File: config.mk
export PLATFORM = sky130hd
export DESIGN_NAME = pmc_dev_regs_flat
export DESIGN_NICKNAME = d
export VERILOG_FILES = /design/src/pmc_pkg.sv /design/src/pmc_mgmt_if.sv /design/src/pmc_dev_regs.sv /design/src/pmc_pulse_timer.sv /design/src/flat_wrapper.sv
export SDC_FILE = /design/constraint.sdc
export NUM_CORES = 1
export LEC_CHECK = 0
export BUFFER_PORTS_ARGS = -buffer_cell sky130_fd_sc_hd__buf_4
export CORE_MARGIN = 5
export CORE_UTILIZATION = 58
export DETAILED_ROUTE_END_ITERATION = 12
export GPL_TIMING_DRIVEN = 0
export PLACE_DENSITY = 0.85
export SLEW_MARGIN = 10
export SYNTH_ARGS = -nofsm -noshare
export SYNTH_HDL_FRONTEND = slang
export SYNTH_HIERARCHICAL = 1
export SYNTH_SLANG_ARGS = --single-unit
File: constraint.sdc
create_clock -name clk_sys -period 4.05 [get_ports clk_sys]
set_clock_uncertainty 0.05 [all_clocks]
set_input_delay 0.2025 -clock clk_sys [delete_from_list [all_inputs] [get_ports clk_sys]]
set_output_delay 0.2025 -clock clk_sys [all_outputs]
set_load 0.01 [all_outputs]
File: src/pmc_pkg.sv
// Shared constants for the management register bank and its host controller.
// Assumes one 10 MHz system clock shared by both ends.
package pmc_pkg;
    // ----------------------------------------------------------------
    // Management register addresses and page values
    // ----------------------------------------------------------------
    localparam logic [4:0] REG_MODE_CONTROL  = 5'h00;
    localparam logic [4:0] REG_MASTER_SLAVE  = 5'h09;
    localparam logic [4:0] REG_C45_CTRL      = 5'h0d;
    localparam logic [4:0] REG_C45_DATA      = 5'h0e;
    localparam logic [4:0] REG_EXT_PHY_CTL1  = 5'h17;
    localparam logic [4:0] REG_RGMII_DELAY   = 5'h14;
    localparam logic [4:0] REG_PAGE_SELECT   = 5'h1f;
    localparam logic [15:0] PAGE_MAIN        = 16'h0000;
    localparam logic [15:0] PAGE_EXT2        = 16'h0002;

    // ----------------------------------------------------------------
    // Mode control and other register fields
    // ----------------------------------------------------------------
    localparam int MC_SW_RESET    = 15;
    localparam int MC_LOOPBACK    = 14;
    localparam int MC_SPEED_LSB   = 13;
    localparam int MC_ISOLATE     = 10;
    localparam int MC_RESTART_AN  = 9;
    localparam int MC_DUPLEX      = 8;
    localparam int MC_COLL_TEST   = 7;
    localparam int MC_SPEED_MSB   = 6;
    localparam int EPC_MAC_RGMII  = 12;
    localparam int RD_ENABLE_BIT  = 11;
    localparam logic [15:0] MC_WMASK    = 16'hffc0;
    localparam logic [15:0] MC_RESET    = 16'h1040;
    localparam logic [15:0] EPC_WMASK   = 16'hffff;
    localparam logic [15:0] EPC_RESET   = 16'h0000;
    localparam logic [15:0] RD_RESET    = 16'h0000;
    localparam logic [15:0] MS_RESET    = 16'h0000;
    localparam logic [15:0] C45_RESET   = 16'h0000;
    localparam logic [2:0]  RD_DELAY_DEF = 3'h2;

    // ----------------------------------------------------------------
    // Timing
    // ----------------------------------------------------------------
    localparam int CLK_HZ          = 10_000_000;
    localparam int RST_WAIT_MS     = 120;
    localparam int RST_WAIT_CYC    = (RST_WAIT_MS * (CLK_HZ / 1000));
    localparam int SWRST_WAIT_US   = 1;
    localparam int SWRST_WAIT_CYC  = (SWRST_WAIT_US * CLK_HZ + 999_999) / 1_000_000;
    localparam int SWRST_BUSY_CYC  = 4;
    localparam int AN_BUSY_CYC     = 4;

    // ----------------------------------------------------------------
    // Host register port
    // ----------------------------------------------------------------
    localparam logic [3:0] HR_CONTROL = 4'h0;
    localparam logic [3:0] HR_CONFIG  = 4'h1;
    localparam logic [3:0] HR_STATUS  = 4'h2;
    localparam logic [3:0] HR_ACC     = 4'h3;
    localparam logic [3:0] HR_RDATA   = 4'h4;

    typedef enum logic [1:0] {PMC_SPD_10, PMC_SPD_100, PMC_SPD_1000, PMC_SPD_RSVD} pmc_speed_e;
endpackage : pmc_pkg

File: src/pmc_mgmt_if.sv
// Management access link between host controller and register bank.
// Single-cycle access: read data is valid the cycle after the read strobe.
`timescale 1ns/100ps
interface pmc_mgmt_if (
    input wire logic clk_sys
);
    logic        hw_reset_b;
    logic        hold_inactive_pin;
    logic [4:0]  addr;
    logic [15:0] wdata;
    logic        wr;
    logic        rd;
    logic [15:0] rdata;

    modport device (
        input  hw_reset_b, hold_inactive_pin, addr, wdata, wr, rd,
        output rdata
    );
    modport host (
        output hw_reset_b, hold_inactive_pin, addr, wdata, wr, rd,
        input  rdata
    );
endinterface : pmc_mgmt_if

File: src/pmc_dev_regs.sv
// Device end: management register bank with paging and mode control.
// Assumes the host keeps the power-up and access timing of the sequence.
`timescale 1ns/100ps
module pmc_dev_regs
    import pmc_pkg::*;
(
    // Clock and reset
    input  wire logic   clk_sys,
    input  wire logic   rst_b,
    // Management link
    pmc_mgmt_if.device  mgmt,
    // Port control outputs and clause 45 read data input
    output logic        ports_active,
    output logic        mac_rgmii,
    output logic        loopback_en,
    output pmc_speed_e  speed_sel,
    output logic        full_duplex,
    output logic        mac_isolate,
    output logic        an_restart,
    output logic        coll_test_en,
    output logic        master_role,
    output logic [2:0]  rx_clk_delay,
    output logic [2:0]  tx_clk_delay,
    output logic        rgmii_delay_en,
    output logic [15:0] c45_ctrl,
    output logic        c45_data_wr,
    output logic [15:0] c45_wdata,
    input  wire logic [15:0] c45_rdata
);
    logic [15:0] mode_control;
    logic [15:0] extended_phy_control_one;
    logic [15:0] page_select;
    logic [15:0] rgmii_delay_control;
    logic [15:0] master_slave;
    logic [15:0] c45_ctrl_q;
    logic [1:0]  hold_sync;
    logic [1:0]  hwrst_sync;
    logic [15:0] rdata_q;
    logic        swrst_busy;
    logic        an_busy;

    // ----------------------------------------------------------------
    // Pin synchronisers
    // ----------------------------------------------------------------
    always_ff @(posedge clk_sys) begin
        if (!rst_b) begin
            hold_sync  <= 2'h3;
            hwrst_sync <= 2'h0;
        end else begin
            hold_sync  <= {hold_sync[0], mgmt.hold_inactive_pin};
            hwrst_sync <= {hwrst_sync[0], mgmt.hw_reset_b};
        end
    end

    // ----------------------------------------------------------------
    // Decode
    // ----------------------------------------------------------------
    wire page_main = (page_select == PAGE_MAIN);
    wire page_ext2 = (page_select == PAGE_EXT2);
    wire sel_mc    = (mgmt.addr == REG_MODE_CONTROL);
    wire sel_ms    = (mgmt.addr == REG_MASTER_SLAVE);
    wire sel_c45c  = (mgmt.addr == REG_C45_CTRL);
    wire sel_c45d  = (mgmt.addr == REG_C45_DATA);
    wire sel_ps    = (mgmt.addr == REG_PAGE_SELECT);
    wire sel_epc   = (mgmt.addr == REG_EXT_PHY_CTL1) && page_main;
    wire sel_rd    = (mgmt.addr == REG_RGMII_DELAY) && page_ext2;
    wire wr_en     = mgmt.wr && !swrst_busy;
    wire soft_rst  = wr_en && sel_mc && mgmt.wdata[MC_SW_RESET];
    wire an_start  = wr_en && sel_mc && mgmt.wdata[MC_RESTART_AN];
    wire regs_clr  = !rst_b || !hwrst_sync[1];
    wire [15:0] next_mode_control = (mgmt.wdata & MC_WMASK) | (mode_control & ~MC_WMASK);

    pmc_pulse_timer #(.CYCLES(SWRST_BUSY_CYC)) u_swrst (
        .clk_sys (clk_sys),
        .rst_b   (rst_b),
        .start   (soft_rst),
        .busy    (swrst_busy)
    );

    pmc_pulse_timer #(.CYCLES(AN_BUSY_CYC)) u_an (
        .clk_sys (clk_sys),
        .rst_b   (rst_b),
        .start   (an_start),
        .busy    (an_busy)
    );

    // ----------------------------------------------------------------
    // Register writes
    // ----------------------------------------------------------------
    always_ff @(posedge clk_sys) begin
        if (regs_clr || soft_rst) begin
            mode_control             <= MC_RESET;
            extended_phy_control_one <= EPC_RESET;
            page_select              <= PAGE_MAIN;
            rgmii_delay_control      <= RD_RESET;
            master_slave             <= MS_RESET;
            c45_ctrl_q               <= C45_RESET;
        end else if (wr_en) begin
            if (sel_mc) begin
                mode_control <= next_mode_control & ~(16'h0001 << MC_RESTART_AN);
            end
            if (sel_epc) begin
                extended_phy_control_one <= mgmt.wdata & EPC_WMASK;
            end
            if (sel_ps) begin
                page_select <= mgmt.wdata;
            end
            if (sel_rd) begin
                rgmii_delay_control <= mgmt.wdata;
            end
            if (sel_ms) begin
                master_slave <= mgmt.wdata;
            end
            if (sel_c45c) begin
                c45_ctrl_q <= mgmt.wdata;
            end
        end
    end

    // ----------------------------------------------------------------
    // Read path
    // ----------------------------------------------------------------
    wire [15:0] mc_view = mode_control
                        | ({15'h0000, swrst_busy} << MC_SW_RESET)
                        | ({15'h0000, an_busy} << MC_RESTART_AN);
    wire [15:0] rd_mux  = sel_mc   ? mc_view :
                          sel_ms   ? master_slave :
                          sel_c45c ? c45_ctrl_q :
                          sel_c45d ? c45_rdata :
                          sel_ps   ? page_select :
                          sel_epc  ? extended_phy_control_one :
                          sel_rd   ? rgmii_delay_control :
                          16'h0000;

    always_ff @(posedge clk_sys) begin
        if (!rst_b) begin
            rdata_q <= 16'h0000;
        end else if (mgmt.rd) begin
            rdata_q <= rd_mux;
        end
    end

    always_ff @(posedge clk_sys) begin
        if (!rst_b) begin
            ports_active <= 1'b0;
            c45_data_wr  <= 1'b0;
            c45_wdata    <= 16'h0000;
            an_restart   <= 1'b0;
        end else begin
            ports_active <= !hold_sync[1] && hwrst_sync[1];
            c45_data_wr  <= wr_en && sel_c45d;
            c45_wdata    <= wr_en && sel_c45d ? mgmt.wdata : c45_wdata;
            an_restart   <= an_start;
        end
    end

    // ----------------------------------------------------------------
    // Link read data and mode outputs
    // ----------------------------------------------------------------
    assign mgmt.rdata     = rdata_q;
    assign mac_rgmii      = extended_phy_control_one[EPC_MAC_RGMII];
    assign speed_sel      = pmc_speed_e'({mode_control[MC_SPEED_MSB], mode_control[MC_SPEED_LSB]});
    assign full_duplex    = mode_control[MC_DUPLEX];
    assign loopback_en    = mode_control[MC_LOOPBACK];
    assign mac_isolate    = mode_control[MC_ISOLATE];
    assign coll_test_en   = mode_control[MC_COLL_TEST];
    assign master_role    = master_slave[11];
    assign rgmii_delay_en = rgmii_delay_control[RD_ENABLE_BIT];
    assign rx_clk_delay   = rgmii_delay_control[6:4];
    assign tx_clk_delay   = rgmii_delay_control[2:0];
    assign c45_ctrl       = c45_ctrl_q;
endmodule : pmc_dev_regs

File: src/pmc_pulse_timer.sv
// Down counter that holds a busy level for a fixed number of cycles.
// Assumes start is a one-cycle pulse on clk_sys.
`timescale 1ns/100ps
module pmc_pulse_timer
    import pmc_pkg::*;
#(
    parameter int CYCLES = 4
) (
    // Clock and reset
    input  wire logic clk_sys,
    input  wire logic rst_b,
    // Control
    input  wire logic start,
    output logic      busy
);
    logic [23:0] count;

    always_ff @(posedge clk_sys) begin
        if (!rst_b) begin
            count <= 24'h000000;
        end else if (start) begin
            count <= 24'(CYCLES);
        end else if (count != 24'h000000) begin
            count <= count - 24'h000001;
        end
    end

    assign busy = (count != 24'h000000);
endmodule : pmc_pulse_timer
File: src/flat_wrapper.sv
// flat-port wrapper written by rule: the top's interface ports become plain ports
module pmc_dev_regs_flat import pmc_pkg::*;
  (clk_sys, rst_b, ports_active, mac_rgmii, loopback_en, speed_sel, full_duplex, mac_isolate, an_restart, coll_test_en, master_role, rx_clk_delay, tx_clk_delay, rgmii_delay_en, c45_ctrl, c45_data_wr, c45_wdata, c45_rdata, mgmt_hw_reset_b, mgmt_hold_inactive_pin, mgmt_addr, mgmt_wdata, mgmt_wr, mgmt_rd, mgmt_rdata);
  pmc_mgmt_if mgmt_i (.clk_sys(clk_sys));
  input  wire logic clk_sys;
  input  wire logic rst_b;
  output logic ports_active;
  output logic mac_rgmii;
  output logic loopback_en;
  output pmc_speed_e speed_sel;
  output logic full_duplex;
  output logic mac_isolate;
  output logic an_restart;
  output logic coll_test_en;
  output logic master_role;
  output logic [2:0] rx_clk_delay;
  output logic [2:0] tx_clk_delay;
  output logic rgmii_delay_en;
  output logic [15:0] c45_ctrl;
  output logic c45_data_wr;
  output logic [15:0] c45_wdata;
  input  wire logic [15:0] c45_rdata;
  input wire logic [$bits(mgmt_i.hw_reset_b)-1:0] mgmt_hw_reset_b;
  input wire logic [$bits(mgmt_i.hold_inactive_pin)-1:0] mgmt_hold_inactive_pin;
  input wire logic [$bits(mgmt_i.addr)-1:0] mgmt_addr;
  input wire logic [$bits(mgmt_i.wdata)-1:0] mgmt_wdata;
  input wire logic [$bits(mgmt_i.wr)-1:0] mgmt_wr;
  input wire logic [$bits(mgmt_i.rd)-1:0] mgmt_rd;
  output wire logic [$bits(mgmt_i.rdata)-1:0] mgmt_rdata;
  assign mgmt_i.hw_reset_b = mgmt_hw_reset_b;
  assign mgmt_i.hold_inactive_pin = mgmt_hold_inactive_pin;
  assign mgmt_i.addr = mgmt_addr;
  assign mgmt_i.wdata = mgmt_wdata;
  assign mgmt_i.wr = mgmt_wr;
  assign mgmt_i.rd = mgmt_rd;
  assign mgmt_rdata = mgmt_i.rdata;
  pmc_dev_regs u_core (.clk_sys(clk_sys), .rst_b(rst_b), .mgmt(mgmt_i), .ports_active(ports_active), .mac_rgmii(mac_rgmii), .loopback_en(loopback_en), .speed_sel(speed_sel), .full_duplex(full_duplex), .mac_isolate(mac_isolate), .an_restart(an_restart), .coll_test_en(coll_test_en), .master_role(master_role), .rx_clk_delay(rx_clk_delay), .tx_clk_delay(tx_clk_delay), .rgmii_delay_en(rgmii_delay_en), .c45_ctrl(c45_ctrl), .c45_data_wr(c45_data_wr), .c45_wdata(c45_wdata), .c45_rdata(c45_rdata));
endmodule
======== After elaboration in Yosys (flattened, before gate mapping) ========
Cells that the tools add are included.
W data, S select, Z words.
word-level totals
  bits in registers ....................... 182
  bits of input ports ..................... 43
  output and inout bits ................... 66
  logic and storage cells ................. 69
cells by class
  add/sub/neg operators ................... 2
  eq/ne operators ......................... 7
  multiplexer cells ....................... 11
  bitwise operators ....................... 4
  reduce and logical (&&, ||, !) cells .... 28
operators by type and width
  operator                 number
  $mux W16                 7
  $reduce_bool A24 Y1      2
  $sub A24 B1 Y24 const B  2
  $eq A16 B2 Y1 const B    1
  $logic_not A16 Y1        1
  $or A16 B10 Y16          1
  $or A16 B16 Y16          1
  $or A16 B6 Y16           1
  $eq A5 B4 Y1 const B     3
  $eq A5 B5 Y1 const B     3
  $mux W3                  4
  $reduce_and A2 Y1        6
  $logic_and A1 B1 Y1      8
  $logic_not A5 Y1         1
  $logic_not A1 Y1         4
  $reduce_bool A2 Y1       2
  $reduce_or A2 Y1         2
  $logic_or A1 B1 Y1       2
  $not A1 Y1               1

======== Longest topological paths before layout ========
Gate-level depths: netlist (run 1).
  word-level depth ........................ 9
  mapped depth ............................ 12
  mapped depth without buffers ............ 10

======== Modules after synthesis ========
Netlist (run 1), hierarchy kept.
modules (own cells, without submodules)
  module           times used  cells an instance  area an instance (um^2)  sequential area each (um^2)
  pmc_dev_regs     1           699                5801.8                   2562.5
  pmc_pulse_timer  2           142                1229.9                   480.5

======== Least setup slack after synthesis (run 1) ========
No wires, ideal clock.
  path type ............................... reg2reg
  start ................................... register u_core.u_swrst.count[0]
  end ..................................... register u_core.u_swrst.count[0]
  library setup time ...................... 0.128 ns
  arrival ................................. 3.066 ns
  data required time ...................... 3.872 ns
  slack ................................... 0.806 ns
  stages on the path, launching flop included .. 12
  path buffers ............................ 2
  clock period less this slack ............ 3.244 ns
  cells stage by stage .................... dfxtp_1 -> inv_1 -> ha_1 -> or4b_2 -> nor4_1 -> nand2_1 -> nor2b_1 -> and3_1 -> nand2b_1 -> clkbuf_1 -> clkbuf_1 -> nor2_1
on the way
  word-level cells in the longest chain between the ends .. 6
  elaborated cells on any way between the ends .. 7
  those cells by class .................... add/sub: 1; reduce/logical: 6
RTL lines
  element                           line                   RTL
  from (decl)                       pmc_pulse_timer.sv:16  logic [23:0] count;
  from (signal assigned)            pmc_pulse_timer.sv:22  count <= 24'(CYCLES);
  from (signal assigned)            pmc_pulse_timer.sv:24  count <= count - 24'h000001;
  $reduce_bool A24 Y1               pmc_pulse_timer.sv:28  assign busy = (count != 24'h000000);
  via u_core.swrst_busy             pmc_dev_regs.sv:39     logic swrst_busy;
  $logic_not A1 Y1                  pmc_dev_regs.sv:67     wire wr_en = mgmt.wr && !swrst_busy;
  $logic_and A1 B1 Y1               pmc_dev_regs.sv:67
  $logic_and A1 B1 Y1 (2 in a row)  pmc_dev_regs.sv:68     wire soft_rst = wr_en && sel_mc && mgmt.wdata[MC_SW_RESET];
  via u_core.soft_rst               pmc_dev_regs.sv:68
  $reduce_or A2 Y1 (no line)        n/a
The timed path passes the listed nets, and every way through them passes these cells.
A chain may end at the register's enable or synchronous reset.

======== Final worst setup path (run 1) ========
  start ................................... register u_core.u_swrst.count[0]
  end ..................................... register u_core.u_an.count[0]
on the way
  word-level cells in the longest chain between the ends .. 6
RTL lines
  element                           line                   RTL
  $reduce_bool A24 Y1               pmc_pulse_timer.sv:28
  via u_core.swrst_busy             pmc_dev_regs.sv:39
  $logic_not A1 Y1                  pmc_dev_regs.sv:67
  $logic_and A1 B1 Y1               pmc_dev_regs.sv:67
  $logic_and A1 B1 Y1 (2 in a row)  pmc_dev_regs.sv:69     wire an_start = wr_en && sel_mc && mgmt.wdata[MC_RESTART_AN];
  via u_core.an_start               pmc_dev_regs.sv:69
  $reduce_or A2 Y1 (no line)        n/a
  to (signal assigned)              pmc_pulse_timer.sv:22
  to (signal assigned)              pmc_pulse_timer.sv:24
  to (decl)                         pmc_pulse_timer.sv:16
The timed path passes the listed nets, and every way through them passes these cells.

==> results of run 1 <==
final cells by class:
class,count,area [µm²],share of cell area [%]
inverters,10,37.54,0.3769
repair buffers,110,833.3,8.368
flip-flops and latches,176,3523,35.38
multi-input cells,731,4370,43.89
clock buffers,19,442.9,4.448
clock inverters,13,177.7,1.784
well taps,180,225.2,2.262
plain buffers,66,347.8,3.493
where the power goes:
group	leakage [nW]	total, mW	internal, mW	switching [mW]
Clock	0.297	1.73	1.00	0.731
Combinational	1.95	1.60	0.663	0.938
Sequential	1.43	2.05	1.90	0.154
through the flow:
stage	TNS, ns	std cells
floorplan	0	983
global placement	-2.819	1270
detailed placement	-4.887	1270
CTS	0	1305
global route	0	1305
finish	0	1305
per-layer routing:
layer	up-vias	GRT usage [%]	part of all wire [%]
met4	0	11.30	2.8
met3	76	6.430	8.7
li1	3740	-	-
met5	-	0	0
met1	3747	37.12	41
met2	417	47.80	48
worst paths after layout:
check,slack (ns),endpoint,cells after the start
max,0.26,u_core/u_an/count[0],11
min reg2reg,0.34,u_core/ports_active,1
max reg2reg,0.26,u_core/u_an/count[0],11
min,0.02,u_core/u_swrst/count[2],2
worst max-delay path: stages, from the launching register on:
cell	delay (ns)
dfxtp_1	0.32
inv_1	0.11
ha_1	0.17
or4b_2	0.62
nor4_2	0.51
nand2_1	0.21
nor2b_2	0.39
and3_1	0.29
nand2b_1	0.14
clkbuf_1	0.43
clkbuf_2	0.35
nor2_1	0.09
logic make-up (layout without fill, tap and decap cells):
group           Yosys count  after routing  synth area share (%)
fa+ha+maj                 4              4                0.6058
compound gates          241            241                 19.16
mux                      34             34                 4.119
simple gates            431            431                 26.61
flops                   176            176                 42.65
buf+inv                  76            218                 4.634
xor+xnor                 21             21                 2.226
synth_stat cells, drive strengths merged, types with 13 or more instances:
| cell type | count |
|---|---|
| or4 | 19 |
| clkbuf | 25 |
| dfxtp | 176 |
| mux2i | 34 |
| nor3 | 21 |
| a211oi | 27 |
| or3 | 17 |
| nand2 | 175 |
| a21o | 19 |
| nor2 | 93 |
| a21oi | 75 |
| a21boi | 17 |
| o21ai | 36 |
| nor4 | 13 |
| buf | 41 |
sequential cells by signal, indices dropped and copies added, names as in the netlist, 9 cells and up:
name / flops
u_core/rgmii_delay_control: 16
u_core/mode_control: 9
u_core/page_select: 16
u_core/master_slave: 16
u_core/c45_wdata: 16
u_core/u_swrst/count: 24
u_core/extended_phy_control_one: 16
u_core/u_an/count: 24
u_core/mgmt.rdata: 16
u_core/c45_ctrl: 16
repair_timing:
action | in CTS | in global routing
resized for setup | 3 | 4
hold endpoints to repair | 3 | 0
hold buffers | 3 | 0
endpoints found under the setup margin | 20 | 20
gates cloned | 0 | 0
setup buffers | 0 | 0
==> metrics, run 1 <==
leading area contributor after synthesis dfxtp_1; clock slew at reported path FFs 0.07 ns; crit path from u_core/u_swrst/count[0]; Hold Crit Class input port to flip-flop; WL final 24,290 µm; H-tree levels 4; syn_area_per_cell 8.405 µm²; Post-synth EDFFs 0; full die area 16,730 µm²; PD cells 541.0 nW/µm²; Crit path required time 4.31 ns; crit path kind flip-flop to flip-flop; filler instances 1,085; first-pass detailed-route iteration total 7; antenna-violating nets left 0; VDD IR-drop max 0.2971 mV; antenna violations before repair 0; Layout Nets 1,159; slew margin rel. 32.01%; most frequent cells in the layout dfxtp_1 (176), nand2_1 (175), buf_4 (118); Primary FF master, synth dfxtp_1; Synth top area share 42.65%; final setup violation count 0; synth warn 6; Vias 7,980; Worst-Margin Slew 1.011 ns; drt wl/cell 18.61 µm; port buffer count 107; CTS Buffer Depth 2; clk_lat worst skew 0.43 ns; dpl hpwl 17,520 µm; Die Wd 129.4 µm; Hold Vio Cnt, Final 0; CTS buffer count 17; die height 129.4 µm; Remaining DRCs 0; Final Max Tran Viols 0; global-route usage over all layers 28.98%; GP Congestion 0.9344; first-pass GRT wire length 38,470 µm; Area contributors post-synth dfxtp_1 (43%), nand2_1 (8.0%), a21oi_1 (4.5%); Worst Path Max Fanout 10; crit path time final 3.791 ns; critical path data arrival time 4.05 ns; Area Overhead vs Synth 20.54%; initial core utilization 59.29%; vias per cell 6.115; post-synth cell types 67; total inserted antenna cells 0; post-layout util 71.46%; largest net degree at the start of global routing 17; io pins 109; CP Capture Type flip-flop; mapped cell area 8262 µm²; DP Area 9290 µm²; origin of the critical flop-to-flop path u_core/u_swrst/count[0]; DRT iter0 DRCs 859; RSZ-0062 raised after global routing false; Synth Net Count 1,030; Fin Hold WS 0.01893 ns; Leakage 3.675 nW; fraction of layout cells with a size suffix above 1 19.29%; vias in the first global route 7,623; fin crit share 93.59%; status finished clean; #FFs+latches synth 176; clk sinks 176; clock root cell clkbuf_16; Power Total 5.387 mW; post-synthesis sequential area ratio 42.65%; worst slack at placement -0.2683 ns; Startpoint Class flip-flop; setup ws final 0.2594 ns; Hold Crit Start rst_b; final instance area 9958 µm²; Placeable Area 13,930 µm²; Mapped Cells 983; Maximum Capacitance Violations 0; TritonCTS clock tree yes; Core Rows 43; ys async rst share 0%; remaining global-route overflow 0; FMAX 263.8 MHz; most common cell after layout, fill and taps aside dfxtp_1
No activity file was read; power rests on OpenSTA's default activity.
==> run 2, diff against run 1 <==
PLACE_DENSITY = 0.83   (was 0.85)
RECOVER_POWER = 50   (was not set)
==> run 2 against run 1 <==
Against the previous run: design area decreased by 2.7%; worst hold slack got worse by 0.0018 ns; flip-flop and latch count unchanged; first-iteration DRC count decreased by 5.1%; highest routed layer unchanged.
==> metrics, run 2 (synthesized netlist as in run 1, its figures left out) <==
worst slack at placement -0.1694 ns; combinational share of power 30.0%; fraction of layout cells with a size suffix above 1 13.16%; Fin Hold WS 0.01708 ns; Die Wd 129.4 µm; Worst Path Max Fanout 10; CP Capture Point u_core/c45_ctrl[5]; Leakage 3.382 nW; Area Overhead vs Synth 17.30%; R2R Setup Slk 0.28 ns; Hold Vio Cnt, Final 0; setup ws final 0.2750 ns; Maximum Capacitance Violations 0; Power Total 5.312 mW; most frequent cells in the layout dfxtp_1 (176), nand2_1 (175), clkbuf_1 (92); clock share of power 31.2%; Core Rows 43; drt wl/cell 17.92 µm; CTS buffer count 17; Startpoint Class flip-flop; Placeable Area 13,930 µm²; crit path from u_core/u_swrst/count[0]; post-layout util 69.54%; antenna-violating nets left 0; full die area 16,730 µm²; Psw 1.820 mW; DRT iter0 DRCs 815; total inserted antenna cells 0; Crit path required time 4.28 ns; filler instances 1,161; Vias 7,848; port buffer count 107; global-route usage over all layers 28.20%; Register-to-Register Path Depth 11; Worst-Margin Slew 0.9901 ns; CP Capture Type flip-flop; top flop regs u_core/u_an/count: 24 flops, u_core/u_swrst/count: 24 flops; internal power 3.492 mW; clock root cell clkbuf_16; status finished clean; crit path time final 3.775 ns; clock slew at reported path FFs 0.07 ns; critical path data arrival time 4.00 ns; Remaining DRCs 0; final setup violation count 0; final setup TNS 0 ns; power share of the sequential group 38.8%; slew margin rel. 33.38%; worst r2r dst u_core/c45_ctrl[5]; fin crit share 93.21%; remaining global-route overflow 0; area of the multi-input gates 4365 µm²; vias in the first global route 7,341; TritonCTS clock tree yes; GP Congestion 0.9233; most common cell after layout, fill and taps aside dfxtp_1; Final Max Tran Viols 0; Sw Share 34.26%; largest net degree at the start of global routing 17; clk_lat worst skew 0.43 ns; WL final 23,380 µm; first-pass detailed-route iteration total 5; vias per cell 6.014; area occupied by registers 3523 µm²; FMAX 264.9 MHz; initial core utilization 59.29%; Hold Crit Class input port to flip-flop; first-pass GRT wire length 37,300 µm; die height 129.4 µm; crit path kind flip-flop to flip-flop; PD cells 548.1 nW/µm²; dpl hpwl 17,120 µm; RSZ-0062 raised after global routing false; H-tree levels 4; antenna violations before repair 0; io pins 109; Layout Nets 1,159; origin of the critical flop-to-flop path u_core/u_swrst/count[0]; clk sinks 176; CTS Buffer Depth 2; VDD IR-drop max 0.3575 mV; number of post-CTS setup repair buffers 0
run 2: per-stage QoR:
step	instance area [µm²]	instances
3_5_place_dp	9290	1270
2_1_floorplan	8262	983
3_3_place_gp	9290	1270
4_1_cts	9926	1305
5_1_grt	9691	1305
6_report	9691	1305
run 2: area by class of cell:
| class | instances | area share [%] |
|---|---|---|
| multi-input cells | 731 | 45.05 |
| flip-flops and latches | 176 | 36.36 |
| repair buffers | 110 | 6.314 |
| clock buffers | 19 | 4.571 |
| plain buffers | 66 | 3.447 |
| well taps | 180 | 2.324 |
| clock inverters | 13 | 1.549 |
| inverters | 10 | 0.3873 |
run 2: power by group through the flow:
stage | clock (mW) | combinational (mW) | sequential [mW]
after floorplan | 0 | 1.21 | 2.05
after global placement | 0 | 1.50 | 2.08
after detailed placement | 0 | 1.54 | 2.08
after CTS | 1.67 | 1.59 | 2.05
after global routing | 1.75 | 1.78 | 2.08
final | 1.66 | 1.60 | 2.06
run 2: critical path, cell delays in order (launching register included):
cell,delay (ns)
dfxtp_1,0.32
inv_1,0.11
ha_1,0.15
or4b_2,0.62
nor4_2,0.50
nand2_1,0.21
nor2b_2,0.38
and3_1,0.29
or2_2,0.13
clkbuf_1,0.25
clkbuf_1,0.49
a21oi_1,0.12
run 2: per-layer routing:
layer	vias up	part of all wire [%]	track usage (%)	wire length (µm)
met5	-	0	0	0
met4	0	2.7	10.99	638
met2	379	48	46.52	11160
li1	3751	-	-	-
met1	3663	42	36.36	9748
met3	55	7.9	5.812	1841
run 2: worst min path at each step:
stage,start,to,slack [ns],cells after the start
finish,mgmt_wdata[2],u_core/page_select[2],0.02,3
global route,mgmt_wdata[3],u_core/page_select[3],0.008,3
CTS,rst_b,u_core/u_an/count[2],0.003,2
detailed placement,u_core/hold_sync[1],u_core/ports_active,0.33,1
global placement,u_core/hold_sync[1],u_core/ports_active,0.32,1
floorplan,mgmt_hold_inactive_pin,u_core/hold_sync[0],0.25,1
run 2: repair_timing:
action	in CTS	in global routing
setup endpoints to repair	20	20
gates resized for setup	2	5
endpoints found under the hold margin	3	0
pin swaps	0	0
hold buffers	3	0
==> run 3, diff against run 2 <==
CORE_UTILIZATION = 30   (was 58)
PLACE_DENSITY = 0.5   (was 0.83)
==> run 3 against run 2 <==
Against the previous run: sequential share of layout area down 0.71 points; final cell count rose by 12%; non-clock buffer count shrank 1; fmax is 0.12% lower; combinational power is essentially flat; total power up 0.96%; worst setup slack got worse by 0.0044 ns; flip-flop and latch count did not move; core utilization decreased by 33 points; global-route usage shrank 11 points; design area rose by 2.0%; critical endpoint is now u_core/extended_phy_control_one[6]; largest power group unchanged.
==> metrics, run 3 (synthesized netlist as in run 1, its figures left out) <==
die height 176.0 µm; clock slew at reported path FFs 0.07 ns; antenna-violating nets left 0; final setup violation count 0; full die area 30,960 µm²; crit path from u_core/u_swrst/count[0]; Remaining DRCs 0; Maximum Capacitance Violations 0; Sw Share 34.92%; Power Total 5.362 mW; status finished clean; origin of the critical flop-to-flop path u_core/u_swrst/count[0]; vias per cell 5.120; global-route usage over all layers 17.24%; number of post-CTS setup repair buffers 0; top flop regs u_core/u_an/count: 24 flops, u_core/u_swrst/count: 24 flops; io pins 109; fraction of layout cells with a size suffix above 1 13.09%; Placeable Area 27,030 µm²; combinational share of power 30.4%; Worst-Margin Slew 1.073 ns; Vias 7,496; Critical-path top delay cell or4b_2; post-placement cell count 1,431; PD cells 542.5 nW/µm²; Finished Layout Cells 1,464; most common cell after layout, fill and taps aside dfxtp_1; Area Overhead vs Synth 19.64%; final instance area 9884 µm²; Final Max Tran Viols 0; RSZ-0062 raised after global routing false; clock share of power 31.3%; Worst Path Max Fanout 10; Fin Hold WS 0.01760 ns; CP Capture Type flip-flop; DRT iter0 DRCs 561; slew margin rel. 27.80%; remaining global-route overflow 0; DP Area 9492 µm²; CTS Buffer Depth 2; fin crit share 93.32%; FMAX 264.6 MHz; CTS buffer count 17; first-pass GRT wire length 42,260 µm; drt wl/cell 18.50 µm; Core Rows 60; dpl hpwl 20,280 µm; vias in the first global route 7,320; antenna violations before repair 0; power share of the sequential group 38.3%; total inserted antenna cells 0; WL final 27,090 µm; crit path kind flip-flop to flip-flop; Leakage 3.384 nW; most frequent cells in the layout dfxtp_1 (176), nand2_1 (175), clkbuf_1 (92); VDD IR-drop max 0.2703 mV; clk sinks 176; port buffer count 107; clock root cell clkbuf_16; internal power 3.490 mW; Crit path required time 4.32 ns; Hold Crit Start mgmt_wdata[3]; first-pass detailed-route iteration total 5; Layout Nets 1,158; critical path data arrival time 4.05 ns; H-tree levels 4; Psw 1.872 mW; largest net degree at the start of global routing 17; crit path time final 3.779 ns; Hold Vio Cnt, Final 0; Critical Path Max Stage Delay 0.65 ns; crit path cell chain inv_1 > ha_1 > or4b_2 > nor4_4 > nand2_1 > nor2b_2 > and3_1 > or2_2 > clkbuf_1 > buf_2 > buf_4 > nor2_1; final setup TNS 0 ns; TritonCTS clock tree yes; Startpoint Class flip-flop; GP Congestion 0.8616; Hold Crit Class input port to flip-flop; Die Wd 176.0 µm; clk_lat worst skew 0.44 ns; initial core utilization 30.57%
==> run 3: final timing paths <==
path	end	slack, ns	cells after the start
setup / recovery	u_core/extended_phy_control_one[6]	0.27	12
hold / removal	u_core/page_select[3]	0.02	3
setup reg to reg	u_core/extended_phy_control_one[6]	0.27	12
hold reg to reg	u_core/hold_sync[1]	0.37	1
==> run 3: layer usage <==
metal	GRT usage (%)	wire (µm)	part of all wire [%]	vias up
met3	3.533	1208	4.5	21
met5	0	0	0	-
met1	23.10	12610	47	3547
met4	3.509	328	1.2	0
met2	28.95	12930	48	180
li1	-	-	-	3748
==> run 3: worst max-delay path: cells and delay by family (launching register included) <==
kind,cells,cell delay [ns]
adders and majority gates,1,0.16
buffers and inverters,4,0.98
DFF,1,0.32
and+or+nand+nor,7,2.16
==> run 3: per-stage QoR <==
stage                     setup slack, ns  util, %
after floorplan                    0.8062        -
after global placement            -0.5428    35.12
after detailed placement          -0.5505    35.12
after CTS                          0.1339    37.41
after global routing              0.01199    36.57
final                              0.2706    36.57
==> run 3: area by class of cell <==
type | count | area [µm²]
tap | 341 | 426.7
sequential | 176 | 3523
inverter | 10 | 37.54
timing repair buffer | 109 | 601.8
clock inverter | 13 | 151.4
multi-input combinational | 731 | 4383
buffer | 66 | 331.6
clock buffer | 18 | 429.2
fill | 2894 | 17140
==> run 3: power groups by stage <==
| stage | registers [mW] | clock network (mW) | logic [mW] |
|---|---|---|---|
| after floorplan | 2.05 | 0 | 1.21 |
| after global placement | 2.09 | 0 | 1.56 |
| after detailed placement | 2.09 | 0 | 1.57 |
| after CTS | 2.05 | 1.72 | 1.60 |
| after global routing | 2.09 | 1.79 | 1.83 |
| final | 2.06 | 1.68 | 1.63 |
==> run 3: what timing repair did <==
item                                   4_1_cts  5_1_grt
gates resized for setup                      5        2
gates cloned                                 0        0
endpoints found under the hold margin        2        0
setup endpoints to repair                   69       40
hold buffers                                 2        0
